$ cat src/ddr_bank_pkg.sv
// What this block does
// - Precharge closes the row in one bank or all banks; they become idle.
// - Precharge-all flag high selects all banks; else bank select bits pick one.
// - Clock gate sampled low enters power-down; no access may be in progress. The block enters even with a read or write burst open.
// - Power-down is precharge type if all banks idle, else active type.
// - In power-down, buffers off except clock and clock gate; loop keeps running.
// - Clock gate high with deselect or no-op exits power-down; command next cycle.
// - Clock gate low on both samples keeps self refresh or power-down.
// - High-to-low clock gate enters self refresh or precharge or active power-down.
// - Commands decode from chip select, row, column and write strobes.
// - Idle bank accepts active, auto refresh and mode register set.
// - Row-active bank accepts read, write and precharge.
// - Read burst accepts new read, truncating precharge and burst terminate.
// - Write burst accepts read, new write and truncating precharge.
// - Burst terminate acts on the most recent read burst, any bank.
// - A bank counts idle only after the precharge period has elapsed.
package ddr_bank_pkg;
  localparam int NUM_BANKS       = 4;
  localparam int BANK_W          = 2;
  // Times in ns, converted to 200 MHz cycles (least times round up)
  localparam int CLK_PERIOD_PS   = 5000;
  localparam int PRECHARGE_NS    = 15;
  localparam int ACTIVATE_NS     = 15;
  localparam int SR_EXIT_NS      = 75;
  localparam int PRECHARGE_CYC   = (PRECHARGE_NS * 1000 + CLK_PERIOD_PS - 1) / CLK_PERIOD_PS;
  localparam int ACTIVATE_CYC    = (ACTIVATE_NS * 1000 + CLK_PERIOD_PS - 1) / CLK_PERIOD_PS;
  localparam int SR_EXIT_CYC     = (SR_EXIT_NS * 1000 + CLK_PERIOD_PS - 1) / CLK_PERIOD_PS;
  localparam int LOOP_LOCK_CYC   = 200;
  localparam int BURST_CYC       = 4;
  localparam int CNT_W           = 8;

  typedef enum logic [3:0] {
    CMD_DESELECT, CMD_NOP, CMD_ACTIVE, CMD_REFRESH, CMD_MODE_SET,
    CMD_READ, CMD_WRITE, CMD_PRECHARGE, CMD_BURST_STOP
  } cmd_t;

  typedef enum logic [2:0] {
    BANK_IDLE, BANK_ACTIVATING, BANK_ROW_ACTIVE, BANK_READING, BANK_WRITING, BANK_PRECHARGING
  } bank_state_t;

  typedef enum logic [1:0] {
    PWR_NORMAL, PWR_PRECHARGE_PD, PWR_ACTIVE_PD, PWR_SELF_REFRESH
  } power_state_t;

  typedef struct packed {
    logic              chip_select_n;
    logic              row_strobe_n;
    logic              column_strobe_n;
    logic              write_strobe_n;
    logic              precharge_all_flag;
    logic              bank_select_bit1;
    logic              bank_select_bit0;
  } cmd_pins_t;
endpackage

$ cat src/ddr_bank_ctl.sv
`timescale 1ns/1ps
module ddr_bank_ctl (
  input  wire logic                         clk,
  input  wire logic                         srst,
  input  wire ddr_bank_pkg::cmd_pins_t      pins,
  input  wire logic                         clock_gate_input,
  output ddr_bank_pkg::bank_state_t         bank_state [ddr_bank_pkg::NUM_BANKS],
  output ddr_bank_pkg::power_state_t        power_state,
  output logic                              buffers_on,
  output logic                              all_idle,
  output logic                              illegal_cmd,
  output logic                              sr_exit_busy,
  output logic [ddr_bank_pkg::BANK_W-1:0]   last_read_bank,
  output logic                              burst_stopped
);
  import ddr_bank_pkg::*;

  // ****************************************
  // Command decode
  // ****************************************
  cmd_t                 cmd;
  logic                 cke_prev;
  logic [BANK_W-1:0]    bank_sel;
  logic                 idle_now;
  logic                 quiet_cmd;
  logic                 running;
  logic [NUM_BANKS-1:0] bank_idle;
  logic [NUM_BANKS-1:0] bank_reading;
  logic                 read_open;
  logic [CNT_W-1:0]     sr_cnt;

  always_comb begin
    if (pins.chip_select_n) begin
      cmd = CMD_DESELECT;
    end else begin
      case ({pins.row_strobe_n, pins.column_strobe_n, pins.write_strobe_n})
        3'h7:    cmd = CMD_NOP;
        3'h3:    cmd = CMD_ACTIVE;
        3'h1:    cmd = CMD_REFRESH;
        3'h0:    cmd = CMD_MODE_SET;
        3'h5:    cmd = CMD_READ;
        3'h4:    cmd = CMD_WRITE;
        3'h2:    cmd = CMD_PRECHARGE;
        default: cmd = CMD_BURST_STOP;
      endcase
    end
  end

  assign bank_sel  = {pins.bank_select_bit1, pins.bank_select_bit0};
  assign quiet_cmd = (cmd == CMD_DESELECT) || (cmd == CMD_NOP);
  assign idle_now  = &bank_idle;
  assign read_open = |bank_reading;
  // Commands are executed only with clock gate high on both samples
  assign running   = (power_state == PWR_NORMAL) && cke_prev && clock_gate_input
                     && !sr_exit_busy;

  // ****************************************
  // Clock gate and power state
  // ****************************************
  always_ff @(posedge clk) begin
    if (srst) begin
      cke_prev <= 1'b1;
    end else begin
      cke_prev <= clock_gate_input;
    end
  end

  always_ff @(posedge clk) begin
    if (srst) begin
      power_state <= PWR_NORMAL;
      buffers_on  <= 1'b1;
    end else if (power_state == PWR_NORMAL) begin
      if (cke_prev && !clock_gate_input && !sr_exit_busy) begin
        if (idle_now && cmd == CMD_REFRESH) begin
          power_state <= PWR_SELF_REFRESH;
          buffers_on  <= 1'b0;
        end else if (quiet_cmd) begin
          power_state <= idle_now ? PWR_PRECHARGE_PD : PWR_ACTIVE_PD;
          buffers_on  <= 1'b0;
        end
      end
    end else if (clock_gate_input && quiet_cmd) begin
      power_state <= PWR_NORMAL;
      buffers_on  <= 1'b1;
    end
  end

  // Self refresh exit window: executable commands ignored meanwhile
  always_ff @(posedge clk) begin
    if (srst) begin
      sr_cnt       <= '0;
      sr_exit_busy <= 1'b0;
    end else if (power_state == PWR_SELF_REFRESH && clock_gate_input && quiet_cmd) begin
      sr_cnt       <= CNT_W'(SR_EXIT_CYC - 1);
      sr_exit_busy <= 1'b1;
    end else if (sr_cnt != '0) begin
      sr_cnt       <= sr_cnt - CNT_W'(1);
    end else begin
      sr_exit_busy <= 1'b0;
    end
  end

  // ****************************************
  // Per-bank state machines
  // ****************************************
  logic [NUM_BANKS-1:0] bank_bad;

  for (genvar b = 0; b < NUM_BANKS; b++) begin : g_bank
    logic [CNT_W-1:0] tmr;
    logic             hit;
    logic             pre_hit;
    assign hit     = bank_sel == BANK_W'(b);
    assign pre_hit = pins.precharge_all_flag || hit;
    assign bank_idle[b]    = bank_state[b] == BANK_IDLE;
    assign bank_reading[b] = bank_state[b] == BANK_READING;

    always_comb begin
      bank_bad[b] = 1'b0;
      // Burst stop and precharge-all do not belong to the addressed bank
      if (running && hit && cmd != CMD_BURST_STOP
          && !(cmd == CMD_PRECHARGE && pins.precharge_all_flag)) begin
        case (bank_state[b])
          BANK_IDLE:       bank_bad[b] = !(cmd inside {CMD_DESELECT, CMD_NOP, CMD_ACTIVE,
                                           CMD_REFRESH, CMD_MODE_SET});
          BANK_ROW_ACTIVE: bank_bad[b] = !(cmd inside {CMD_DESELECT, CMD_NOP, CMD_READ,
                                           CMD_WRITE, CMD_PRECHARGE});
          BANK_READING:    bank_bad[b] = !(cmd inside {CMD_DESELECT, CMD_NOP, CMD_READ,
                                           CMD_PRECHARGE, CMD_BURST_STOP});
          BANK_WRITING:    bank_bad[b] = !(cmd inside {CMD_DESELECT, CMD_NOP, CMD_READ,
                                           CMD_WRITE, CMD_PRECHARGE});
          default:         bank_bad[b] = !quiet_cmd;
        endcase
      end
    end

    always_ff @(posedge clk) begin
      if (srst) begin
        bank_state[b] <= BANK_IDLE;
        tmr           <= '0;
      end else begin
        if (tmr != '0) begin
          tmr <= tmr - CNT_W'(1);
        end
        case (bank_state[b])
          BANK_IDLE: begin
            if (running && hit && cmd == CMD_ACTIVE) begin
              bank_state[b] <= BANK_ACTIVATING;
              tmr           <= CNT_W'(ACTIVATE_CYC - 1);
            end
          end
          BANK_ACTIVATING: begin
            if (tmr == '0) begin
              bank_state[b] <= BANK_ROW_ACTIVE;
            end
          end
          BANK_PRECHARGING: begin
            if (tmr == '0) begin
              bank_state[b] <= BANK_IDLE;
            end
          end
          default: begin
            if (running && cmd == CMD_PRECHARGE && pre_hit) begin
              bank_state[b] <= BANK_PRECHARGING;
              tmr           <= CNT_W'(PRECHARGE_CYC - 1);
            end else if (running && hit && cmd == CMD_READ) begin
              bank_state[b] <= BANK_READING;
              tmr           <= CNT_W'(BURST_CYC - 1);
            end else if (running && hit && cmd == CMD_WRITE && !bank_reading[b]) begin
              bank_state[b] <= BANK_WRITING;
              tmr           <= CNT_W'(BURST_CYC - 1);
            end else if (running && cmd == CMD_BURST_STOP && bank_reading[b]
                         && last_read_bank == BANK_W'(b)) begin
              bank_state[b] <= BANK_ROW_ACTIVE;
            end else if (!running && cmd == CMD_READ && !hit) begin
              bank_state[b] <= bank_state[b];
            end else if (bank_state[b] != BANK_ROW_ACTIVE && tmr == '0) begin
              bank_state[b] <= BANK_ROW_ACTIVE;
            end
            if (running && !hit && (cmd == CMD_READ || cmd == CMD_WRITE)
                && bank_state[b] != BANK_ROW_ACTIVE) begin
              bank_state[b] <= BANK_ROW_ACTIVE; // Another bank's burst ends ours
            end
          end
        endcase
      end
    end
  end

  // ****************************************
  // Status outputs
  // ****************************************
  always_ff @(posedge clk) begin
    if (srst) begin
      last_read_bank <= '0;
      burst_stopped  <= 1'b0;
      illegal_cmd    <= 1'b0;
      all_idle       <= 1'b1;
    end else begin
      if (running && cmd == CMD_READ) begin
        last_read_bank <= bank_sel;
      end
      burst_stopped <= running && cmd == CMD_BURST_STOP && read_open;
      // Refresh and mode set need all banks idle, whichever bank is addressed
      illegal_cmd   <= (|bank_bad) || (running && !idle_now
                       && (cmd == CMD_REFRESH || cmd == CMD_MODE_SET))
                       || (running && cmd == CMD_BURST_STOP && !read_open);
      all_idle      <= idle_now;
    end
  end

  // ****************************************
  // Assertions
  // ****************************************
  property p_pd_entry;
    @(posedge clk) disable iff (srst)
      (power_state == PWR_NORMAL && cke_prev && !clock_gate_input && !sr_exit_busy
       && quiet_cmd) |=> (power_state inside {PWR_PRECHARGE_PD, PWR_ACTIVE_PD}) && !buffers_on;
  endproperty
  a_pd_entry: assert property (p_pd_entry) else $error("power-down not entered");

  property p_pd_kind;
    @(posedge clk) disable iff (srst)
      (power_state == PWR_NORMAL && cke_prev && !clock_gate_input && !sr_exit_busy
       && quiet_cmd)
        |=> power_state == ($past(idle_now) ? PWR_PRECHARGE_PD : PWR_ACTIVE_PD);
  endproperty
  a_pd_kind: assert property (p_pd_kind) else $error("wrong power-down kind");

  property p_pd_hold;
    @(posedge clk) disable iff (srst)
      (power_state != PWR_NORMAL && !clock_gate_input) |=> $stable(power_state);
  endproperty
  a_pd_hold: assert property (p_pd_hold) else $error("low clock gate left power state");

  property p_pd_exit;
    @(posedge clk) disable iff (srst)
      (power_state != PWR_NORMAL && clock_gate_input && quiet_cmd)
        |=> power_state == PWR_NORMAL && buffers_on;
  endproperty
  a_pd_exit: assert property (p_pd_exit) else $error("power-down exit missed");

  property p_pre_all;
    @(posedge clk) disable iff (srst)
      (running && cmd == CMD_PRECHARGE && pins.precharge_all_flag
       && bank_state[3] == BANK_ROW_ACTIVE) |=> bank_state[3] == BANK_PRECHARGING;
  endproperty
  a_pre_all: assert property (p_pre_all) else $error("precharge all skipped a bank");

  property p_pre_time;
    @(posedge clk) disable iff (srst)
      $rose(bank_state[0] == BANK_PRECHARGING)
        |-> (bank_state[0] == BANK_PRECHARGING) [*3] ##1 bank_state[0] == BANK_IDLE;
  endproperty
  a_pre_time: assert property (p_pre_time) else $error("precharge period wrong");

  property p_idle_reject;
    @(posedge clk) disable iff (srst)
      (running && bank_sel == 2'h1 && bank_state[1] == BANK_IDLE && cmd == CMD_READ)
        |=> illegal_cmd && bank_state[1] == BANK_IDLE;
  endproperty
  a_idle_reject: assert property (p_idle_reject) else $error("read to idle bank accepted");

  property p_activate;
    @(posedge clk) disable iff (srst)
      (running && bank_sel == 2'h1 && bank_state[1] == BANK_IDLE && cmd == CMD_ACTIVE)
        |=> bank_state[1] == BANK_ACTIVATING ##[1:4] bank_state[1] == BANK_ROW_ACTIVE;
  endproperty
  a_activate: assert property (p_activate) else $error("row never opened");

  property p_sr_quiet;
    @(posedge clk) disable iff (srst)
      sr_exit_busy && cmd == CMD_ACTIVE |=> $stable(bank_idle);
  endproperty
  a_sr_quiet: assert property (p_sr_quiet) else $error("command run in exit period");

  c_self_refresh: cover property (@(posedge clk) disable iff (srst)
    power_state == PWR_SELF_REFRESH ##[1:20] power_state == PWR_NORMAL);
  c_active_pd: cover property (@(posedge clk) disable iff (srst)
    power_state == PWR_ACTIVE_PD);
  c_burst_stop: cover property (@(posedge clk) disable iff (srst) burst_stopped);
  c_write_pre: cover property (@(posedge clk) disable iff (srst)
    bank_state[0] == BANK_WRITING ##1 bank_state[0] == BANK_PRECHARGING);
endmodule

$ cat config.mk
export PLATFORM = sky130hd
export DESIGN_NAME = ddr_bank_ctl
export DESIGN_NICKNAME = d
export VERILOG_FILES = /design/src/ddr_bank_pkg.sv /design/src/ddr_bank_ctl.sv
export SDC_FILE = /design/constraint.sdc
export NUM_CORES = 1
export LEC_CHECK = 0
export ABC_AREA = 0
export ABC_CLOCK_PERIOD_IN_PS = 2300
export BUFFER_PORTS_ARGS = -buffer_cell sky130_fd_sc_hd__buf_4
export CAP_MARGIN = 0
export CORE_ASPECT_RATIO = 1.1
export CORE_MARGIN = 4
export CORE_UTILIZATION = 60
export CTS_BUF_LIST = sky130_fd_sc_hd__clkbuf_8 sky130_fd_sc_hd__clkbuf_16
export DETAILED_ROUTE_END_ITERATION = 8
export HOLD_SLACK_MARGIN = 0.08
export PLACE_DENSITY = 0.86
export SYNTH_ARGS = -nofsm -noshare
export SYNTH_HDL_FRONTEND = slang
export SYNTH_SLANG_ARGS = --single-unit
$ cat constraint.sdc
create_clock -name clk -period 2.3 [get_ports clk]
set_clock_uncertainty 0.05 [all_clocks]
set_input_delay 0.46 -clock clk [delete_from_list [all_inputs] [get_ports clk]]
set_output_delay 0.46 -clock clk [all_outputs]
set_load 0.005 [all_outputs]
# == After elaboration in Yosys (flattened, before gate mapping) ==
# Index checks and enable logic that the tools add are counted.
# W data, S select, Z words.
# classes
n_addsub,5
n_eq_ne,65
mux,93
n_reduce_logical,149
# ops
operator,n
$mux W8,20
$mux W3,40
$logic_and A1 B1 Y1,78
$pmux W8 S2,4
$reduce_bool A8 Y1,5
$sub A8 B1 Y8 const B,5
$ne A9 B6 Y1 const B,4
$pmux W3 S3,4
$reduce_bool A9 Y1,4
$eq A3 B3 Y1 const B,11
$logic_not A8 Y1,4
$eq A3 B2 Y1 const B,10
$pmux W4 S7,1
$reduce_and A5 Y1,4
$logic_not A1 Y1,18
$ne A2 B2 Y1 const B,9
$reduce_or A2 Y1,9
$eq A4 B3 Y1 const B,4
$eq A3 B1 Y1 const B,5
$logic_not A3 Y1,5
$ne A3 B2 Y1 const B,5
$reduce_bool A5 Y1,3
$mux W2,6
$mux W4,3
other kinds (16),51
# totals
regBits,62
inputBits,10
output_inout_bits,21
word_cells,330

# == Logic depth before layout (Yosys ltp) ==
# Gate-level depths: netlist of run 1.
# logic_depth
depth_word,14
mapped_depth,9
ltp_nobuf,8

# == Worst setup path before layout of run 1 ==
# No wires, ideal clock.
# synth_path
path_type,reg2reg
start,register g_bank[0].tmr[0]
end,register bank_state[10] (netlist bit)
setup_ps,115
arrival_ps,1823
path_slack_ps,312
stages_incl_launch_ff,10
path_cell_list,dfxtp_1 -> inv_1 -> ha_1 -> nor4b_4 -> and2_1 -> clkbuf_1 -> o311ai_0 -> and4_4 -> and3_1 -> a31o_1
# synth_between
elab_chain_cells,4
word_cells_on_any_way,6
# synth_rtl
element,line_no,source
"start, declared",ddr_bank_ctl.sv:109,logic [CNT_W-1:0] tmr;
"start signal, assigned",ddr_bank_ctl.sv:142,tmr <= tmr - CNT_W'(1);
"start signal, assigned",ddr_bank_ctl.sv:148,tmr <= CNT_W'(ACTIVATE_CYC - 1);
"start signal, assigned",ddr_bank_ctl.sv:164,tmr <= CNT_W'(PRECHARGE_CYC - 1);
$logic_not A8 Y1 *,"ddr_bank_ctl.sv:152, ddr_bank_ctl.sv:157, ddr_bank_ctl.sv:176",
$logic_and A1 B1 Y1,ddr_bank_ctl.sv:176,end else if (bank_state[b] != BANK_ROW_ACTIVE && tmr == '0) begin
$reduce_bool A9 Y1 (no line),--,
$reduce_and A5 Y1 (no line) *,--,
"end signal, assigned by index",ddr_bank_ctl.sv:175,bank_state[b] <= bank_state[b];
"end, declared",ddr_bank_ctl.sv:7,"output ddr_bank_pkg::bank_state_t bank_state [ddr_bank_pkg::NUM_BANKS],"
# Mark *: on every way between the ends. The rest lies on a longest branch, timed or not.
# A chain may end at the register's enable or synchronous reset.

# == Worst setup path after layout of run 1 ==
# layout_path
start,register sr_exit_busy
end,register g_bank[1].tmr[7]
# layout_between
elab_chain_cells,9
word_cells_on_any_way,14
# layout_rtl
element,line_no,source
"start, declared",ddr_bank_ctl.sv:12,"output logic sr_exit_busy,"
"start signal, assigned",ddr_bank_ctl.sv:92,sr_exit_busy <= 1'b0;
"start signal, assigned",ddr_bank_ctl.sv:95,sr_exit_busy <= 1'b1;
"start signal, assigned",ddr_bank_ctl.sv:99,sr_exit_busy <= 1'b0;
$logic_not A1 Y1 *,ddr_bank_ctl.sv:55,&& !sr_exit_busy;
$logic_and A1 B1 Y1 *,ddr_bank_ctl.sv:55,
$logic_and A1 B1 Y1,"ddr_bank_ctl.sv:146, ddr_bank_ctl.sv:165, ddr_bank_ctl.sv:168",
$logic_and A1 B1 Y1 (2 in series),ddr_bank_ctl.sv:168,end else if (running && hit && cmd == CMD_WRITE && !bank_reading[b]) begin
$mux W8,ddr_bank_ctl.sv:168,
$mux W8,ddr_bank_ctl.sv:165,end else if (running && hit && cmd == CMD_READ) begin
$mux W8,ddr_bank_ctl.sv:162,if (running && cmd == CMD_PRECHARGE && pre_hit) begin
$pmux W8 S2 *,ddr_bank_ctl.sv:144,case (bank_state[b])
"end signal, assigned",ddr_bank_ctl.sv:164,
"end signal, assigned",ddr_bank_ctl.sv:167,tmr <= CNT_W'(BURST_CYC - 1);
"end signal, assigned",ddr_bank_ctl.sv:170,tmr <= CNT_W'(BURST_CYC - 1);
"end, declared",ddr_bank_ctl.sv:109,
# Marks and branches as above.

==> impl_metrics.yaml, run 1 <==
job:
  cap_violations: 0
yosys:
  synth_flop_cell: "dfxtp_1"
  synth_compound_area_frac: 0.258
  yosys.area_share.simple: 0.293
  syn-num-nets: 539
  syn_inst: 522
  yosysSeqAreaShare: 0.300
  synthXorXnorAreaFrac: 0.0614
  synth_top_family_by_area: "simple AND/OR/NAND/NOR gates"
  synth_seq_cells: 62
  synthMuxAreaShare: 0.00998
  synth_edf_count: 0
  syn-cell-area_sq_um: 4140
  ys_types: 83
  synth_adder_area_share: 0.0212
  syn_avg_cell_area_sq_um: 7.93
  yosysWarnings: 0
  synth-async-reset-ratio: 0
route:
  drc_errors: 0
  viasPerCell: 6.43
  drtIter0Drc: 436
  via_count: 4152
  drt-wirelength-per-cell_microns: 17.1
  first_pass_iters: 5
  antenna_left: 0
  routed_wirelength_mm: 11.1
timing:
  tns_ns: 0
  period_needed_ns: 2.10
  setup_viol: 0
  period_share: 0.912
  rsz0062_at_grt: "false"
  fmax_mhz: 476
  finalHoldViolations: 0
  maxSlewHeadroom: 0.583
  final_max_slew_viol_count: 0
  tightest_slew_ns: 0.621
  whs_ns: 0.371
final_layout:
  nets: 576
  num-fill-cells: 530
  area_delta_synth_final_pct: 13.5
  diodes: 0
  final_layout_size_suffix_gt1_frac: 0.183
min_path:
  hold_path_startpoint: "pins[1]"
  worstHoldPathType: "in2reg"
cts:
  numCtsBuffers: 9
  cts-root-buf: "clkbuf_8"
  cts.sinks: 62
  clkSlewWorstSetupHoldPaths_ns: 0.07
  cts_max_level: 3
  insertion_delay_ns: 0.35
  ctsHoldBuffers: 0
  post-cts-setup-buffer-count: 0
  cts_tree: "done"
  clock_path_buffers: 2
  postCtsResizedCells: 0
global_route:
  grt_max_degree: 19
  overflow: 0
  antenna_found_initial: 0
  grt_pass1_wl_mm: 18.5
  track_usage: 0.279
  grt_pass1_vias: 3909
worst_setup_path:
  cp.arrival_ns: 2.29
  cp.required_ns: 2.49
  cp_max_fo: 11
  critPathLaunch: "sr_exit_busy"
  start_kind: "register"
  cp-end-kind: "register"
  rr_startpoint: "sr_exit_busy"
  crit_type: "reg2reg"
die:
  die-width_microns: 87.2
  io_pins: 31
  core_area_sq_um: 6630
  die_height_microns: 95.1
  dieArea_sq_um: 8290
  start_util: 0.624
  row_count: 31
placed_design:
  dp_hpwl_mm: 7.98
  port_buffers: 30
  gp_congestion: 1.00
power_and_ir_drop:
  p_per_area_nw_per_um2: 1120
  ir_worst_vdd_mv: 0.789
  leakage_nw: 1.81
run_status:
  status: "complete, no violations"
final timing paths:
path,end,slack (ns),cells after the start
worst min-delay path,last_read_bank[1],0.37,3
worst min register to register,buffers_on,0.42,1
worst max-delay path,g_bank[1].tmr[7],0.20,7
worst max register to register,g_bank[1].tmr[7],0.20,7
cells by family (layout without fill, tap and decap cells):
group | Yosys count | count (layout)
XOR/XNOR | 29 | 29
buffers and inverters | 52 | 94
flip-flops | 62 | 62
AO/OA/AOI/OAI | 152 | 152
multiplexers | 4 | 4
AND/OR/NAND/NOR | 216 | 216
adder cells (fa/ha/maj) | 7 | 7
worst max-delay path, cell delays in order (launching register included):
cell      delay (ns)
dfxtp_1         0.35
nor4b_4         0.32
buf_4           0.25
nand3_2         0.20
nor2_1          0.29
o31ai_2         0.13
o211ai_2        0.31
nor2_1          0.08
cells in the final DEF (no fill, tap or decap), types with 5 or more instances in the layout:
| master | count |
|---|---|
| nand2_1 | 39 |
| nand3_1 | 19 |
| inv_1 | 25 |
| a21oi_1 | 45 |
| o21ai_0 | 20 |
| xnor2_1 | 19 |
| buf_4 | 54 |
| nand3b_1 | 10 |
| dfxtp_1 | 62 |
| nand4_1 | 9 |
| nand2b_1 | 9 |
| a31oi_1 | 10 |
| clkbuf_8 | 9 |
| a21o_1 | 5 |
| nor4_1 | 8 |
| ha_1 | 7 |
| xor2_1 | 10 |
| o31ai_1 | 5 |
| o21ai_1 | 5 |
| a211oi_1 | 6 |
| nor2_1 | 68 |
| and3_1 | 5 |
| nor3_1 | 12 |
final cells by class:
type	instances	area, sq um	area share
clock buffers	9	124	0.0264
clock inverters	7	66.3	0.0141
inverters	24	90.1	0.0192
multi-input cells	408	2670	0.568
flip-flops and latches	62	1240	0.264
well taps	82	103	0.0218
repair buffers	54	405	0.0863
flip-flops by register name, indices dropped and copies added, names as in the netlist:
name and cells:
all_idle 1, sr_exit_busy 1, burst_stopped 1, sr_cnt 8, illegal_cmd 1, power_state 2, g_bank.tmr 32, bank_state 12
cke_prev 1, buffers_on 1, last_read_bank 2
metal layers:
metal  global-route usage  vias to the layer above  wire length (microns)
met4                0.118                        0                    407
li1                     -                     1982                      -
met3               0.0743                       52                    956
met5                    0                        -                      0
met1                0.343                     1899                   4490
met2                0.458                      219                   5230
report_power, final:
group | internal [W] | switching (W)
clock | 0.000491 | 0.000450
sequential | 0.00143 | 0.000312
combinational | 0.00117 | 0.00139
cells in the mapped netlist, types with 3 or more instances:
library cell | number | area [sq um]
or2_2 | 4 | 25.0
o2111ai_1 | 4 | 35.0
xor2_1 | 10 | 87.6
nand4_1 | 9 | 56.3
o31ai_1 | 5 | 37.5
o211ai_1 | 4 | 30.0
nor4b_4 | 4 | 95.1
a31oi_1 | 10 | 62.6
nor3_1 | 12 | 60.1
a211oi_1 | 6 | 45.0
nand2b_1 | 9 | 56.3
buf_6 | 4 | 45.0
nand2_1 | 39 | 146
mux2i_1 | 3 | 30.0
o22ai_1 | 3 | 18.8
ha_1 | 7 | 87.6
o21ai_0 | 20 | 100
nor4_1 | 8 | 50.1
nand3_1 | 19 | 95.1
o21ai_1 | 5 | 25.0
dfxtp_1 | 62 | 1240
a221oi_1 | 4 | 35.0
clkbuf_1 | 20 | 75.1
a21oi_1 | 45 | 225
or3_1 | 4 | 25.0
nor2_1 | 68 | 255
xnor2_1 | 19 | 166
and2_1 | 3 | 18.8
o21a_1 | 3 | 22.5
nor2b_1 | 4 | 25.0
and3_1 | 5 | 31.3
a21o_1 | 5 | 37.5
inv_1 | 24 | 90.1
nand3b_1 | 10 | 75.1
metrics by stage:
stage	util	instances	worst slack [ns]	power (W)	instance area [sq um]
3_3_place_gp	0.679	630	0.0770	0.00415	4500
3_5_place_dp	0.679	630	0.0427	0.00426	4500
2_1_floorplan	-	522	0.312	0.00364	4140
5_1_grt	0.708	646	0.00745	0.00569	4700
6_report	0.708	646	0.201	0.00525	4700
4_1_cts	0.707	646	0.117	0.00523	4690
(Power assumes the default switching activity.)
==> run 2: changes to the inputs <==
==> constraint.sdc (replaced) <==
create_clock -name clk -period 2.3 [get_ports clk]
set_clock_uncertainty 0.05 [all_clocks]
set_input_delay 0.345 -clock clk [delete_from_list [all_inputs] [get_ports clk]]
set_output_delay 0.345 -clock clk [all_outputs]
set_load 0.005 [all_outputs]
==> impl_metrics.yaml, run 2 (synthesis results as in run 1) <==
final_layout:
  num-fill-cells: 561
  diodes: 0
  final_common_cell: "nor2_1"
  final_layout_size_suffix_gt1_frac: 0.171
  largest_reg_flops: 32
  area_delta_synth_final_pct: 12.4
  final_cell_mix: "nor2_1, dfxtp_1, buf_4"
  largest_register: "g_bank.tmr"
  reg_top3: "g_bank.tmr (32), bank_state (12), sr_cnt (8)"
  nets: 570
power_and_ir_drop:
  fin_total_pwr_w: 0.00517
  leakage_nw: 1.79
  p_per_area_nw_per_um2: 1110
  ir_worst_vdd_mv: 0.772
timing:
  rsz0062_at_grt: "false"
  finalHoldViolations: 0
  maxSlewHeadroom: 0.585
  period_needed_ns: 2.18
  setup_viol: 0
  whs_ns: 0.283
  final_max_slew_viol_count: 0
  tightest_slew_ns: 0.619
  fmax_mhz: 458
  tns_ns: 0
  fin_ws_ns: 0.116
  period_share: 0.949
global_route:
  antenna_found_initial: 0
  track_usage: 0.273
  overflow: 0
  grt_pass1_wl_mm: 18.2
  grt_max_degree: 33
  grt_pass1_vias: 3976
min_path:
  holdPathEnd: "last_read_bank[1]"
  holdPathStages: 3
  hold_path_startpoint: "pins[1]"
  worstHoldPathType: "in2reg"
route:
  via_count: 4120
  viasPerCell: 6.45
  drc_errors: 0
  antenna_left: 0
  drtIter0Drc: 408
  first_pass_iters: 5
  drt-wirelength-per-cell_microns: 17.2
  routed_wirelength_mm: 11.0
die:
  die-width_microns: 87.2
  dieArea_sq_um: 8290
  start_util: 0.624
  core_area_sq_um: 6630
  die_height_microns: 95.1
  row_count: 31
  io_pins: 31
cts:
  insertion_delay_ns: 0.34
  post-cts-setup-buffer-count: 0
  cts_tree: "done"
  cts_max_level: 3
  clkSlewWorstSetupHoldPaths_ns: 0.07
  cts-root-buf: "clkbuf_8"
  ctsHoldBuffers: 0
  clock_path_buffers: 2
  postCtsResizedCells: 0
  numCtsBuffers: 9
  cts.sinks: 62
placed_design:
  dp_hpwl_mm: 8.04
  gp_congestion: 1.02
  place_ws_ns: -0.0364
  port_buffers: 30
run_status:
  status: "complete, no violations"
worst_setup_path:
  cp-end-kind: "register"
  start_kind: "register"
  rr_worst_depth: 6
  crit_slowest_cell: "a211oi_1"
  cp.arrival_ns: 2.36
  cp_max_fo: 13
  rr_startpoint: "power_state[0]"
  slowest_delay_ns: 0.41
  path_cells: "nor4b_4, buf_12, nand2_1, a211oi_1, nor3_2, o311a_1"
  cp_num_buf_inv: 1
  cp.required_ns: 2.48
  crit_type: "reg2reg"
  r2r_end: "bank_state[0]"
  rrSetupSlack_ns: 0.12
  critPathLaunch: "power_state[0]"
  crit_family: "compound AO/OA/AOI/OAI gates"
job:
  cap_violations: 0
run 2: cell count changes in the layout (fill, tap and decap cells not counted), sizes merged:
cell,change
clkinv,+1
clkinvlp,-3
clkbuf,+3
bufinv,-1
buf,-6
inv,-1
run 2: power by group:
group	internal [W]	switching [W]
Combinational	0.00116	0.00136
Sequential	0.00143	0.000320
Clock	0.000471	0.000421
run 2: through the flow:
step | utilization | instance area [sq um] | instances
3_5_place_dp | 0.674 | 4470 | 624
4_1_cts | 0.701 | 4650 | 639
5_1_grt | 0.701 | 4650 | 639
2_1_floorplan | - | 4140 | 522
6_report | 0.701 | 4650 | 639
3_3_place_gp | 0.674 | 4470 | 624
run 2: per-layer routing:
layer	part of all wire	vias to the layer above	global-route usage	routed length, microns
met5	0	-	0	0
met4	0.035	0	0.147	389
met3	0.066	45	0.0475	721
met2	0.48	176	0.461	5280
met1	0.42	1928	0.328	4610
li1	-	1971	-	-
run 2: worst max path at each step:
stage                          end  cells after the start
finish               bank_state[0]                      6
global route         bank_state[1]                      6
CTS                  bank_state[0]                      6
detailed placement     illegal_cmd                      7
global placement       illegal_cmd                      7
floorplan           bank_state[10]                      9
run 2: worst register-to-register path, stage by stage, from the launching register on:
cell      delay [ns]
dfxtp_1         0.36
nor4b_4         0.34
buf_12          0.18
nand2_1         0.22
a211oi_1        0.41
nor3_2          0.14
o311a_1         0.37
run 2: layout make-up:
| type | count | area (sq um) | share of cell area |
|---|---|---|---|
| repair buffers | 48 | 373 | 0.0802 |
| clock buffers | 12 | 165 | 0.0355 |
| well taps | 82 | 103 | 0.0221 |
| inverters | 24 | 90.1 | 0.0194 |
| clock inverters | 3 | 18.8 | 0.00403 |
| flip-flops and latches | 62 | 1240 | 0.267 |
| multi-input cells | 408 | 2660 | 0.572 |
